**config.mk**
```make
export PLATFORM = sky130hd
export DESIGN_NAME = ticc_timer_io
export DESIGN_NICKNAME = d
export VERILOG_FILES = /design/src/rtl/ticc_pkg.sv /design/src/rtl/ticc_field.sv /design/src/rtl/ticc_timer_io.sv
export SDC_FILE = /design/constraint.sdc
export NUM_CORES = 1
export LEC_CHECK = 0
export ABC_AREA = 1
export BUFFER_PORTS_ARGS = -buffer_cell sky130_fd_sc_hd__buf_4
export CAP_MARGIN = 20
export CORE_UTILIZATION = 40
export DETAILED_ROUTE_END_ITERATION = 10
export GPL_TIMING_DRIVEN = 0
export PLACE_DENSITY = 0.68
export SLEW_MARGIN = 20
export SYNTH_ARGS = -nofsm -noshare
export SYNTH_HDL_FRONTEND = slang
export SYNTH_HIERARCHICAL = 1
export SYNTH_SLANG_ARGS = --single-unit
```
**constraint.sdc**
```tcl
create_clock -name clk -period 2.3 [get_ports clk]
set_clock_uncertainty 0.05 [all_clocks]
set_input_delay 0.115 -clock clk [delete_from_list [all_inputs] [get_ports clk]]
set_output_delay 0.115 -clock clk [all_outputs]
set_load 0.03 [all_outputs]
```
**src/rtl/ticc_pkg.sv**
```systemverilog
// Shared constants and types of the timer channel 1/2 I/O control block
package ticc_pkg;

   ////////////////////////////////////////////////////////////////////////////
   // Widths
   localparam int unsigned GR_W        = 16;
   localparam int unsigned ADDR_W      = 5;
   localparam int unsigned DATA_W      = 32;
   localparam int unsigned NUM_FIELDS  = 4;
   localparam int unsigned CTRL_W      = 8;

   ////////////////////////////////////////////////////////////////////////////
   // Register byte offsets
   localparam logic [ADDR_W-1:0] OFS_IOCTL_CH1  = 5'h00;
   localparam logic [ADDR_W-1:0] OFS_IOCTL_CH2  = 5'h04;
   localparam logic [ADDR_W-1:0] OFS_GRA_CH1    = 5'h08;
   localparam logic [ADDR_W-1:0] OFS_GRB_CH1    = 5'h0C;
   localparam logic [ADDR_W-1:0] OFS_GRA_CH2    = 5'h10;
   localparam logic [ADDR_W-1:0] OFS_GRB_CH2    = 5'h14;
   localparam logic [ADDR_W-1:0] OFS_IRQ_STATUS = 5'h18;
   localparam logic [ADDR_W-1:0] OFS_IRQ_MASK   = 5'h1C;

   ////////////////////////////////////////////////////////////////////////////
   // Reset values
   localparam logic [CTRL_W-1:0] IOCTL_RST = 8'h00;
   localparam logic [GR_W-1:0]   GR_RST    = 16'h0000;
   localparam logic [CTRL_W-1:0] STAT_RST  = 8'h00;
   localparam logic [CTRL_W-1:0] MASK_RST  = 8'h00;

   ////////////////////////////////////////////////////////////////////////////
   // Field layout inside one control register
   localparam int unsigned FIELD_A_LSB     = 0;
   localparam int unsigned FIELD_B_LSB     = 4;
   localparam int unsigned FIELD_W         = 4;
   localparam int unsigned MODE_CAPTURE_BIT = 3;
   localparam int unsigned MODE_LEVEL_BIT   = 2;
   localparam int unsigned MODE_BOTH_BIT    = 1;
   localparam int unsigned MODE_FALL_BIT    = 0;

   // Status and mask layout: captures low nibble, matches high nibble
   localparam int unsigned STAT_CAPTURE_LSB = 0;
   localparam int unsigned STAT_MATCH_LSB   = 4;

   ////////////////////////////////////////////////////////////////////////////
   // Compare-match actions held in the two low field bits
   typedef enum logic [1:0] {
      ACT_HOLD   = 2'b00,
      ACT_LOW    = 2'b01,
      ACT_HIGH   = 2'b10,
      ACT_TOGGLE = 2'b11
   } ticc_action_e;

   // Bus answer sequencer
   typedef enum logic [0:0] {
      BUS_IDLE   = 1'b0,
      BUS_ANSWER = 1'b1
   } ticc_bus_e;

endpackage

```
**src/rtl/ticc_field.sv**
```systemverilog
// One general register with its compare, capture and pin logic
`timescale 1ns/1ps
module ticc_field #(
   parameter bit          CASCADE  = 1'b0,
   parameter int unsigned GR_WIDTH = ticc_pkg::GR_W
) (
   input  wire logic                  clk,
   input  wire logic                  reset,
   input  wire logic [3:0]            modeCode,
   input  wire logic                  modeWrite,
   input  wire logic [GR_WIDTH-1:0]   counter,
   input  wire logic                  grWrite,
   input  wire logic [GR_WIDTH/8-1:0] grByteEn,
   input  wire logic [GR_WIDTH-1:0]   grWrData,
   input  wire logic                  pinRaw,
   input  wire logic                  cascadeEvt,
   output logic      [GR_WIDTH-1:0]   grValue,
   output logic                       pinOut,
   output logic                       pinOeN,
   output logic                       captureEvt,
   output logic                       matchEvt
);
   import ticc_pkg::*;

   typedef struct packed {
      logic [GR_WIDTH-1:0] gr;
      logic                pin;
      logic [1:0]          sync;
      logic                prevPin;
      logic                prevEqual;
      logic                capture;
      logic                match;
   } ticc_field_s;

   ticc_field_s  st_ff;
   ticc_field_s  nxt_st;
   logic         isCapture;
   logic         rise;
   logic         fall;
   logic         trig;
   logic         equalNow;
   logic         matchNow;
   logic         captureNow;
   ticc_action_e action;

   ////////////////////////////////////////////////////////////////////////////
   always_comb begin
      nxt_st       = st_ff;
      isCapture    = modeCode[MODE_CAPTURE_BIT];
      action       = ticc_action_e'(modeCode[1:0]);
      // Second stage alone reads the first
      nxt_st.sync  = {st_ff.sync[0], pinRaw};
      nxt_st.prevPin = st_ff.sync[1];
      rise         = st_ff.sync[1] & ~st_ff.prevPin;
      fall         = ~st_ff.sync[1] & st_ff.prevPin;
      equalNow     = (counter == st_ff.gr);
      nxt_st.prevEqual = equalNow;
      matchNow     = ~isCapture & equalNow & ~st_ff.prevEqual;
      // Edge or cascade selection
      if (CASCADE && modeCode[MODE_LEVEL_BIT]) begin
         trig = cascadeEvt;
      end else if (modeCode[MODE_BOTH_BIT]) begin
         trig = rise | fall;
      end else if (modeCode[MODE_FALL_BIT]) begin
         trig = fall;
      end else begin
         trig = rise;
      end
      captureNow   = isCapture & trig;
      for (int b = 0; b < GR_WIDTH / 8; b++) begin
         if (grWrite && grByteEn[b]) begin
            nxt_st.gr[b*8 +: 8] = grWrData[b*8 +: 8];
         end
      end
      // Capture beats a software write in the same cycle
      if (captureNow) begin
         nxt_st.gr = counter;
      end
      // A new output code other than hold loads its initial level
      if (modeWrite && !isCapture && action != ACT_HOLD) begin
         nxt_st.pin = modeCode[MODE_LEVEL_BIT];
      end else if (matchNow) begin
         unique case (action)
            ACT_HOLD:   nxt_st.pin = st_ff.pin;
            ACT_LOW:    nxt_st.pin = 1'b0;
            ACT_HIGH:   nxt_st.pin = 1'b1;
            ACT_TOGGLE: nxt_st.pin = ~st_ff.pin;
         endcase
      end
      nxt_st.capture = captureNow;
      nxt_st.match   = matchNow;
   end

   ////////////////////////////////////////////////////////////////////////////
   always_ff @(posedge clk) begin
      if (reset) begin
         st_ff <= '0;
      end else begin
         st_ff <= nxt_st;
      end
   end

   assign grValue    = st_ff.gr;
   assign pinOut     = st_ff.pin;
   assign pinOeN     = modeCode[MODE_CAPTURE_BIT];
   assign captureEvt = st_ff.capture;
   assign matchEvt   = st_ff.match;

endmodule

```
**src/rtl/ticc_timer_io.sv**
```systemverilog
// Top of the timer channel 1/2 I/O control block with its Avalon-MM slave
//
// Behaviour
// Top bit 0: compare; 0x00 holds, 0x01 low.
// Compare codes x10 drive pin high on match.
// Compare codes x11 toggle pin on match.
// Second-highest bit gives initial compare level.
// Capture mode, low bits 00: rising edge.
// Capture mode, low bits 01: falling edge.
// Low bit1 set: both edges; channel 2 ignores bit2.
// Channel 1 B code 11XX: capture on ch0 C.
// Channel 1 A code 11XX: capture on ch0 A.
// Pins stay low until their code is written.
// Capture copies the counter into the register.
`timescale 1ns/1ps
module ticc_timer_io (
   input  wire logic                          clk,
   input  wire logic                          reset,
   input  wire logic [ticc_pkg::ADDR_W-1:0]   avs_address,
   input  wire logic                          avs_read,
   input  wire logic                          avs_write,
   input  wire logic [ticc_pkg::DATA_W-1:0]   avs_writedata,
   input  wire logic [ticc_pkg::DATA_W/8-1:0] avs_byteenable,
   output logic      [ticc_pkg::DATA_W-1:0]   avs_readdata,
   output logic                               avs_waitrequest,
   input  wire logic [ticc_pkg::GR_W-1:0]     counterCh1,
   input  wire logic [ticc_pkg::GR_W-1:0]     counterCh2,
   input  wire logic                          generalRegACh0Evt,
   input  wire logic                          generalRegCCh0Evt,
   input  wire logic                          pinACh1In,
   output logic                               pinACh1Out,
   output logic                               pinACh1OeN,
   input  wire logic                          pinBCh1In,
   output logic                               pinBCh1Out,
   output logic                               pinBCh1OeN,
   input  wire logic                          pinACh2In,
   output logic                               pinACh2Out,
   output logic                               pinACh2OeN,
   input  wire logic                          pinBCh2In,
   output logic                               pinBCh2Out,
   output logic                               pinBCh2OeN,
   output logic      [ticc_pkg::NUM_FIELDS-1:0] captureEvt,
   output logic      [ticc_pkg::NUM_FIELDS-1:0] matchEvt,
   output logic                               irq
);
   import ticc_pkg::*;

   ////////////////////////////////////////////////////////////////////////////
   // State
   typedef struct packed {
      ticc_bus_e             bus;
      logic [CTRL_W-1:0]     ioCtrlCh1;
      logic [CTRL_W-1:0]     ioCtrlCh2;
      logic [CTRL_W-1:0]     status;
      logic [CTRL_W-1:0]     mask;
      logic [NUM_FIELDS-1:0] modeWr;
      logic [DATA_W-1:0]     rdata;
   } ticc_top_s;

   ticc_top_s st_ff;
   ticc_top_s nxt_st;

   // Field order: 0 = A ch1, 1 = B ch1, 2 = A ch2, 3 = B ch2
   logic [FIELD_W-1:0]    fieldCode  [NUM_FIELDS];
   logic [GR_W-1:0]       fieldCount [NUM_FIELDS];
   logic [GR_W-1:0]       fieldGr    [NUM_FIELDS];
   logic [NUM_FIELDS-1:0] fieldGrWr;
   logic [NUM_FIELDS-1:0] fieldCasc;
   logic [NUM_FIELDS-1:0] pinRaw;
   logic [NUM_FIELDS-1:0] pinOut;
   logic [NUM_FIELDS-1:0] pinOeN;
   logic [NUM_FIELDS-1:0] capEvt;
   logic [NUM_FIELDS-1:0] matEvt;
   logic [CTRL_W-1:0]     events;
   logic                  wrTaken;
   logic                  rdStart;
   logic [DATA_W-1:0]     rdMux;

   ////////////////////////////////////////////////////////////////////////////
   // Bus handshake: one wait cycle, answer on the second edge
   assign avs_waitrequest = (avs_read | avs_write) & (st_ff.bus == BUS_IDLE);
   assign wrTaken         = avs_write & (st_ff.bus == BUS_ANSWER);
   assign rdStart         = avs_read & (st_ff.bus == BUS_IDLE);

   ////////////////////////////////////////////////////////////////////////////
   // Field wiring
   assign fieldCode[0]  = st_ff.ioCtrlCh1[FIELD_A_LSB +: FIELD_W];
   assign fieldCode[1]  = st_ff.ioCtrlCh1[FIELD_B_LSB +: FIELD_W];
   assign fieldCode[2]  = st_ff.ioCtrlCh2[FIELD_A_LSB +: FIELD_W];
   assign fieldCode[3]  = st_ff.ioCtrlCh2[FIELD_B_LSB +: FIELD_W];
   assign fieldCount[0] = counterCh1;
   assign fieldCount[1] = counterCh1;
   assign fieldCount[2] = counterCh2;
   assign fieldCount[3] = counterCh2;
   assign fieldCasc     = {1'b0, 1'b0, generalRegCCh0Evt, generalRegACh0Evt};
   assign pinRaw        = {pinBCh2In, pinACh2In, pinBCh1In, pinACh1In};

   assign fieldGrWr[0]  = wrTaken & (avs_address == OFS_GRA_CH1);
   assign fieldGrWr[1]  = wrTaken & (avs_address == OFS_GRB_CH1);
   assign fieldGrWr[2]  = wrTaken & (avs_address == OFS_GRA_CH2);
   assign fieldGrWr[3]  = wrTaken & (avs_address == OFS_GRB_CH2);

   generate
      for (genvar i = 0; i < NUM_FIELDS; i++) begin : g_field
         ticc_field #(
            .CASCADE  (i < 2),
            .GR_WIDTH (GR_W)
         ) u_field (
            .clk        (clk),
            .reset      (reset),
            .modeCode   (fieldCode[i]),
            .modeWrite  (st_ff.modeWr[i]),
            .counter    (fieldCount[i]),
            .grWrite    (fieldGrWr[i]),
            .grByteEn   (avs_byteenable[GR_W/8-1:0]),
            .grWrData   (avs_writedata[GR_W-1:0]),
            .pinRaw     (pinRaw[i]),
            .cascadeEvt (fieldCasc[i]),
            .grValue    (fieldGr[i]),
            .pinOut     (pinOut[i]),
            .pinOeN     (pinOeN[i]),
            .captureEvt (capEvt[i]),
            .matchEvt   (matEvt[i])
         );
      end
   endgenerate

   ////////////////////////////////////////////////////////////////////////////
   // Read multiplexer; unmapped offsets read zero
   always_comb begin
      rdMux = '0;
      unique case (avs_address)
         OFS_IOCTL_CH1:  rdMux[CTRL_W-1:0] = st_ff.ioCtrlCh1;
         OFS_IOCTL_CH2:  rdMux[CTRL_W-1:0] = st_ff.ioCtrlCh2;
         OFS_GRA_CH1:    rdMux[GR_W-1:0]   = fieldGr[0];
         OFS_GRB_CH1:    rdMux[GR_W-1:0]   = fieldGr[1];
         OFS_GRA_CH2:    rdMux[GR_W-1:0]   = fieldGr[2];
         OFS_GRB_CH2:    rdMux[GR_W-1:0]   = fieldGr[3];
         OFS_IRQ_STATUS: rdMux[CTRL_W-1:0] = st_ff.status;
         OFS_IRQ_MASK:   rdMux[CTRL_W-1:0] = st_ff.mask;
         default:        rdMux = '0;
      endcase
   end

   ////////////////////////////////////////////////////////////////////////////
   // Next state
   always_comb begin
      nxt_st        = st_ff;
      nxt_st.modeWr = '0;
      events        = '0;
      events[STAT_CAPTURE_LSB +: NUM_FIELDS] = capEvt;
      events[STAT_MATCH_LSB +: NUM_FIELDS]   = matEvt;

      unique case (st_ff.bus)
         BUS_IDLE: begin
            if (avs_read || avs_write) begin
               nxt_st.bus = BUS_ANSWER;
            end
         end
         BUS_ANSWER: begin
            nxt_st.bus = BUS_IDLE;
         end
      endcase

      if (rdStart) begin
         nxt_st.rdata = rdMux;
      end

      if (wrTaken && avs_byteenable[0]) begin
         unique case (avs_address)
            OFS_IOCTL_CH1: begin
               nxt_st.ioCtrlCh1 = avs_writedata[CTRL_W-1:0];
               nxt_st.modeWr[0] = 1'b1;
               nxt_st.modeWr[1] = 1'b1;
            end
            OFS_IOCTL_CH2: begin
               nxt_st.ioCtrlCh2 = avs_writedata[CTRL_W-1:0];
               nxt_st.modeWr[2] = 1'b1;
               nxt_st.modeWr[3] = 1'b1;
            end
            OFS_IRQ_STATUS: begin
               nxt_st.status = st_ff.status & ~avs_writedata[CTRL_W-1:0];
            end
            OFS_IRQ_MASK: begin
               nxt_st.mask = avs_writedata[CTRL_W-1:0];
            end
            default: begin
               nxt_st.mask = st_ff.mask;
            end
         endcase
      end

      // New events win over a clearing write
      nxt_st.status = nxt_st.status | events;
   end

   ////////////////////////////////////////////////////////////////////////////
   // Registers
   always_ff @(posedge clk) begin
      if (reset) begin
         st_ff.bus       <= BUS_IDLE;
         st_ff.ioCtrlCh1 <= IOCTL_RST;
         st_ff.ioCtrlCh2 <= IOCTL_RST;
         st_ff.status    <= STAT_RST;
         st_ff.mask      <= MASK_RST;
         st_ff.modeWr    <= '0;
         st_ff.rdata     <= '0;
      end else begin
         st_ff <= nxt_st;
      end
   end

   ////////////////////////////////////////////////////////////////////////////
   // Outputs
   assign avs_readdata = st_ff.rdata;
   assign irq          = |(st_ff.status & st_ff.mask);
   assign captureEvt   = capEvt;
   assign matchEvt     = matEvt;
   assign pinACh1Out   = pinOut[0];
   assign pinBCh1Out   = pinOut[1];
   assign pinACh2Out   = pinOut[2];
   assign pinBCh2Out   = pinOut[3];
   assign pinACh1OeN   = pinOeN[0];
   assign pinBCh1OeN   = pinOeN[1];
   assign pinACh2OeN   = pinOeN[2];
   assign pinBCh2OeN   = pinOeN[3];

endmodule

```
Word-level counts from Yosys, hierarchy flattened
Index checks and enable logic that the tools add are counted.
Cells by class
  $add $sub $neg: 0
  $mul: 0
  div/mod/pow operators: 0
  $lt $le $gt $ge: 0
  equality and inequality tests: 27
  shift-type cells: 0
  mux-type cells: 43
  bitwise logic cells: 58
  reductions and logical operators: 52
Operators with widths (count)
  two-way mux 8 bit: 10
  equality test 16 bit: 4
  two-way mux 16 bit: 4
  one-hot mux 8 bit (8 select lines): 1
  one-hot mux 8 bit (4 select lines): 1
  nonzero test 2 bit: 16
  bitwise AND 1 bit: 27
  NOT 1 bit: 22
  equality test 5 bit, second input constant: 4
  two-way mux 20 bit: 1
  two-way mux 1 bit: 19
  logical AND 1 bit: 17
  bitwise AND 8 bit: 2
  equality test 2 bit, second input constant: 8
  AND reduction 2 bit: 7
  one-hot mux 1 bit (3 select lines): 4
  equality test 5 x 4 -> 1 bit, second input constant: 2
  equality test 2 x 1 -> 1 bit, second input constant: 4
  zero test 2 bit: 4
  inequality test 2 x 1 -> 1 bit, second input constant: 4
  NOT 8 bit: 1
  bitwise OR 8 bit: 1
  OR reduction 8 bit: 1
  equality test 5 x 3 -> 1 bit, second input constant: 1
  other kinds (7): 15
Storage, ports and cells
  flip-flop bits (word level): 145
  latch bits: 0
  memory bits (writable): 0
  ROM bits: 0
  input bits: 83
  output and inout port bits: 50
  word-level logic and storage cells: 219
  memories kept: 0

Longest topological paths before layout
  word-level depth: 7
  gate-level depth with buffers: 11
  gate-level depth less buffers: 10

By module
The synthesis kept the hierarchy.
Modules (own cells, without submodules)
  ticc_timer_io: times used 1, cells an instance 458, area an instance 3240.6 um2, seq. area each 1021.0 um2
  ticc_field (g_field[0].u_field ...): times used 2, cells an instance 258, area an instance 1550.2 um2, seq. area each 460.4 um2
  ticc_field (g_field[2].u_field ...): times used 2, cells an instance 239, area an instance 1466.4 um2, seq. area each 460.4 um2

Worst setup path before layout
OpenSTA, ideal clock, no wires.
  kind: reg-to-reg
  start point: register st_ff[68] (netlist bit)
  end point: register g_field[1].u_field.st_ff, in the netlist g_field[1].u_field/grValue[15]
  setup time: 0.070 ns
  data arrival time: 1.515 ns
  data required time: 2.180 ns
  path slack: 0.665 ns
  stages on the path, launching flop included: 9
  path buffers: 2
  period minus slack after synthesis: 1.635 ns
  cell sequence: dfxtp_1 nand2_1 nor4_1 buf_4 clkbuf_1 nand3_1 nand2_1 o21ai_0 a21oi_1
On the way
  longest elaborated chain between the ends: 4
RTL lines
  start, declared: RTL line ticc_timer_io.sv:60  | ticc_top_s st_ff;
  start signal, assigned: RTL line ticc_timer_io.sv:209  | st_ff <= nxt_st;
  bitwise AND 1 bit: RTL line ticc_timer_io.sv:82  | assign wrTaken = avs_write & (st_ff.bus == BUS_ANSWER);
  bitwise AND 1 bit: RTL line ticc_timer_io.sv:99  | assign fieldGrWr[1] = wrTaken & (avs_address == OFS_GRB_CH1);
  net fieldGrWr[1]: RTL line ticc_timer_io.sv:67  | logic [NUM_FIELDS-1:0] fieldGrWr;
  logical AND 1 bit: RTL line ticc_field.sv:71  | if (grWrite && grByteEn[b]) begin
  nonzero test 2 bit (no line)
  end signal, assigned: RTL line ticc_field.sv:99  | st_ff <= nxt_st;
  end, declared: RTL line ticc_field.sv:35  | ticc_field_s st_ff;
The timed path passes the listed nets, and every way through them passes these cells.
A chain may end at the register's enable or synchronous reset.

Final worst setup path
  start point: register st_ff[68] (netlist bit)
  end point: register g_field[3].u_field.st_ff, in the netlist g_field[3].u_field/grValue[7]
On the way
  longest elaborated chain between the ends: 4
RTL lines
  bitwise AND 1 bit: RTL line ticc_timer_io.sv:82
  bitwise AND 1 bit: RTL line ticc_timer_io.sv:101  | assign fieldGrWr[3] = wrTaken & (avs_address == OFS_GRB_CH2);
  net fieldGrWr[3]: RTL line ticc_timer_io.sv:67
  logical AND 1 bit: RTL line ticc_field.sv:71
  nonzero test 2 bit (no line)
  end signal, assigned: RTL line ticc_field.sv:99
  end, declared: RTL line ticc_field.sv:35
The timed path passes the listed nets, and every way through them passes these cells.

==> flow_summary.yaml <==
outcome:
  status: "finished, final reports clean"
route:
  vias: 9843
  via_per_inst: 5.127
  wl_per_cell_um: 15.67
  drcViolationCount: 0
  ant_nets: 0
  firstDrtPassIters: 5
  drtIter0Drc: 639
  wl_um: 30100
logic_synthesis:
  synth_cells: 1452
  synth_common_cells: "nand2_1, inv_1, dfxtp_1"
  synth_area_leaders: "dfxtp_1, nand2_1, buf_4"
  synth_seq_cells: 143
  synth_edf_count: 0
  yosysMostFrequentCell: "nand2_1"
  synth_top_area_frac: 0.3087
  ys.flop_type: "dfxtp_1"
  syn_avg_cell_area_sq_um: 6.387
  synth_cell_types: 44
  async_flop_share: 0
  yosysSeqAreaShare: 0.3087
  yosysTopAreaCell: "dfxtp_1"
  netlist_area_sq_um: 9274
  yosysWarnings: 6
layout:
  nets: 1713
  syn_to_final_growth_pct: 22.73
  fillers: 2333
  drive_gt1_frac: 0.1976
  num_antenna_cells: 0
global_routing:
  grt_max_degree: 17
  overflow: 0
  grt_usage: 0.2588
  grt_pass1_vias: 9083
  antenna_found_initial: 0
  grt_pass1_wl_um: 47760
pwr:
  p_total_mw: 5.846
  leakagePower_nw: 5.525
  p_per_area_nw_per_um2: 513.6
  max-vdd-ir-drop_v: 0.0005378
worst_hold_path:
  min_path_type: "primary input to flop"
floorplanning:
  io_pins: 133
  dieArea_sq_um: 23800
  rows: 55
  die_w_um: 154.3
  dieHeight_um: 154.3
  initial_utilization: 0.4084
  core_sq_um: 22710
sta:
  setup-violations-final: 0
  slew_violations: 0
  fmax_ghz: 0.4739
  slew_headroom: 0.5247
  worst_pin_slew_ns: 0.7130
  hold_viol: 0
  rsz0062_at_grt: "false"
  fin_crit_ns: 2.110
  fin_setup_tns_ns: 0
  min_period_over_period: 0.9175
worst_setup_path:
  required_ns: 2.63
  cp-end-kind: "flop"
  path_common_cell: "nand2_1"
  cpMaxStageDelayCell: "dlygate4sd3_1"
  startpoint_type: "flop"
  crit_fanout: 15
  path_cells: "nand2_1, nor3_2, nand2_1, inv_2, nand3_1, a31oi_1, dlygate4sd3_1"
  worst-endpoint-arrival_ns: 2.44
  worstSetupPathType: "flop to flop"
  cpPeakStageDelay_ns: 0.55
clocking:
  clockRootBuffer: "clkbuf_16"
  numCtsBuffers: 17
  clk_pin_slew_ns: 0.07
  htree_levels: 4
  cts_sinks: 143
  clk_latency_ns: 0.43
  clockBufferDepth: 2
  cts_tree: "done"
  post_cts_buffers: 0
place:
  io_buffer_count: 98
  dp_hpwl_um: 23160
  routabilityCongestion: 0.9713
run:
  drv_cap: 0
==> worst paths after layout <==
kind	from	to	slack, ns	depth (start not counted)
setup / recovery	st_ff[68]	g_field[3].u_field/grValue[7]	0.19	7
hold / removal	counterCh1[15]	g_field[1].u_field/grValue[15]	0.02	3
setup reg to reg	st_ff[68]	g_field[3].u_field/grValue[7]	0.19	7
hold reg to reg	g_field[0].u_field/nxt_st[5]	g_field[0].u_field/nxt_st[3]	0.35	2
==> layer usage <==
layer  share of wire  up-vias  global-route usage
li1                -     4902                   -
met1            0.44     4485              0.3313
met2            0.45      384              0.4238
met3           0.075       72             0.05099
met4           0.039        0              0.1103
met5               0        -                   0
==> flip-flops by register name, summed over array words and instances (netlist names) <==
signal	count
g_field.u_field/grValue	64
st_ff	19
avs_readdata	16
fieldCode	16
g_field.u_field/nxt_st	8
g_field.u_field/st_ff	8
g_field.u_field/captureEvt	4
g_field.u_field/matchEvt	4
g_field.u_field/pinOut	4
==> final cells by class <==
type                            count  area, sq um  area share
Tap cell                          285        356.6     0.03133
Clock buffer                       21        460.4     0.04045
Multi-Input combinational cell    976         4652      0.4087
Sequential cell                   143         2863      0.2515
Timing Repair Buffer              137         1126     0.09893
Clock inverter                     11        108.9    0.009564
Inverter                          186        703.2     0.06178
Buffer                            161         1112     0.09772
==> stage by stage <==
step | std cells | setup WS [ns] | utilization | instance area [sq um] | hold slack (ns)
5_1_grt | 1920 | 0.01786 | 0.5012 | 11380 | 0.04017
2_1_floorplan | 1467 | 0.6646 | - | 9330 | 0.1341
3_5_place_dp | 1850 | 0.1986 | 0.4590 | 10420 | 0.2775
4_1_cts | 1921 | 0.04002 | 0.5012 | 11380 | 0.0006361
6_report | 1920 | 0.1897 | 0.5012 | 11380 | 0.01680
3_3_place_gp | 1850 | 0.2378 | 0.4590 | 10420 | 0.2679
==> cell families after synthesis <==
group	Yosys count	synth area share
adders and majority gates	8	0.01079
buffers and inverters	348	0.1963
other	1	0.0004044
AOI/OAI and AO/OA	242	0.1452
xor gates and xnor gates	4	0.003777
DFF	143	0.3087
and+or+nand+nor	706	0.3349
==> power by group <==
group	internal (mW)	leakage, nW	switching (mW)
registers	2.49	1.15	0.00870
clock network	1.55	0.266	1.15
logic	0.230	4.11	0.414
==> worst max-delay path: cells and delay by family (launching register included) <==
kind | cells | cell delay, ns
buffers and inverters | 2 | 0.75
AOI/OAI and AO/OA | 1 | 0.16
and+or+nand+nor | 4 | 0.65
DFF | 1 | 0.44
==> placed cells by master, fill, tap and decap left out, drive strengths merged, types with 7 or more instances in the layout <==
cell type	count
dlygate4sd3	39
conb	16
o31ai	8
o21ai	124
a211oi	8
buf	244
ha	8
nand3	94
nand2	398
dfxtp	143
clkinv	7
nor3	12
clkbuf	36
inv	185
nand4	66
a21oi	92
nor2	131
==> timing repair <==
action                     CTS  global route
gates resized for setup      0             1
hold endpoints to repair    62             0
setup endpoints to repair    0             1
hold buffers                39             0
No activity file was read; power rests on OpenSTA's default activity.
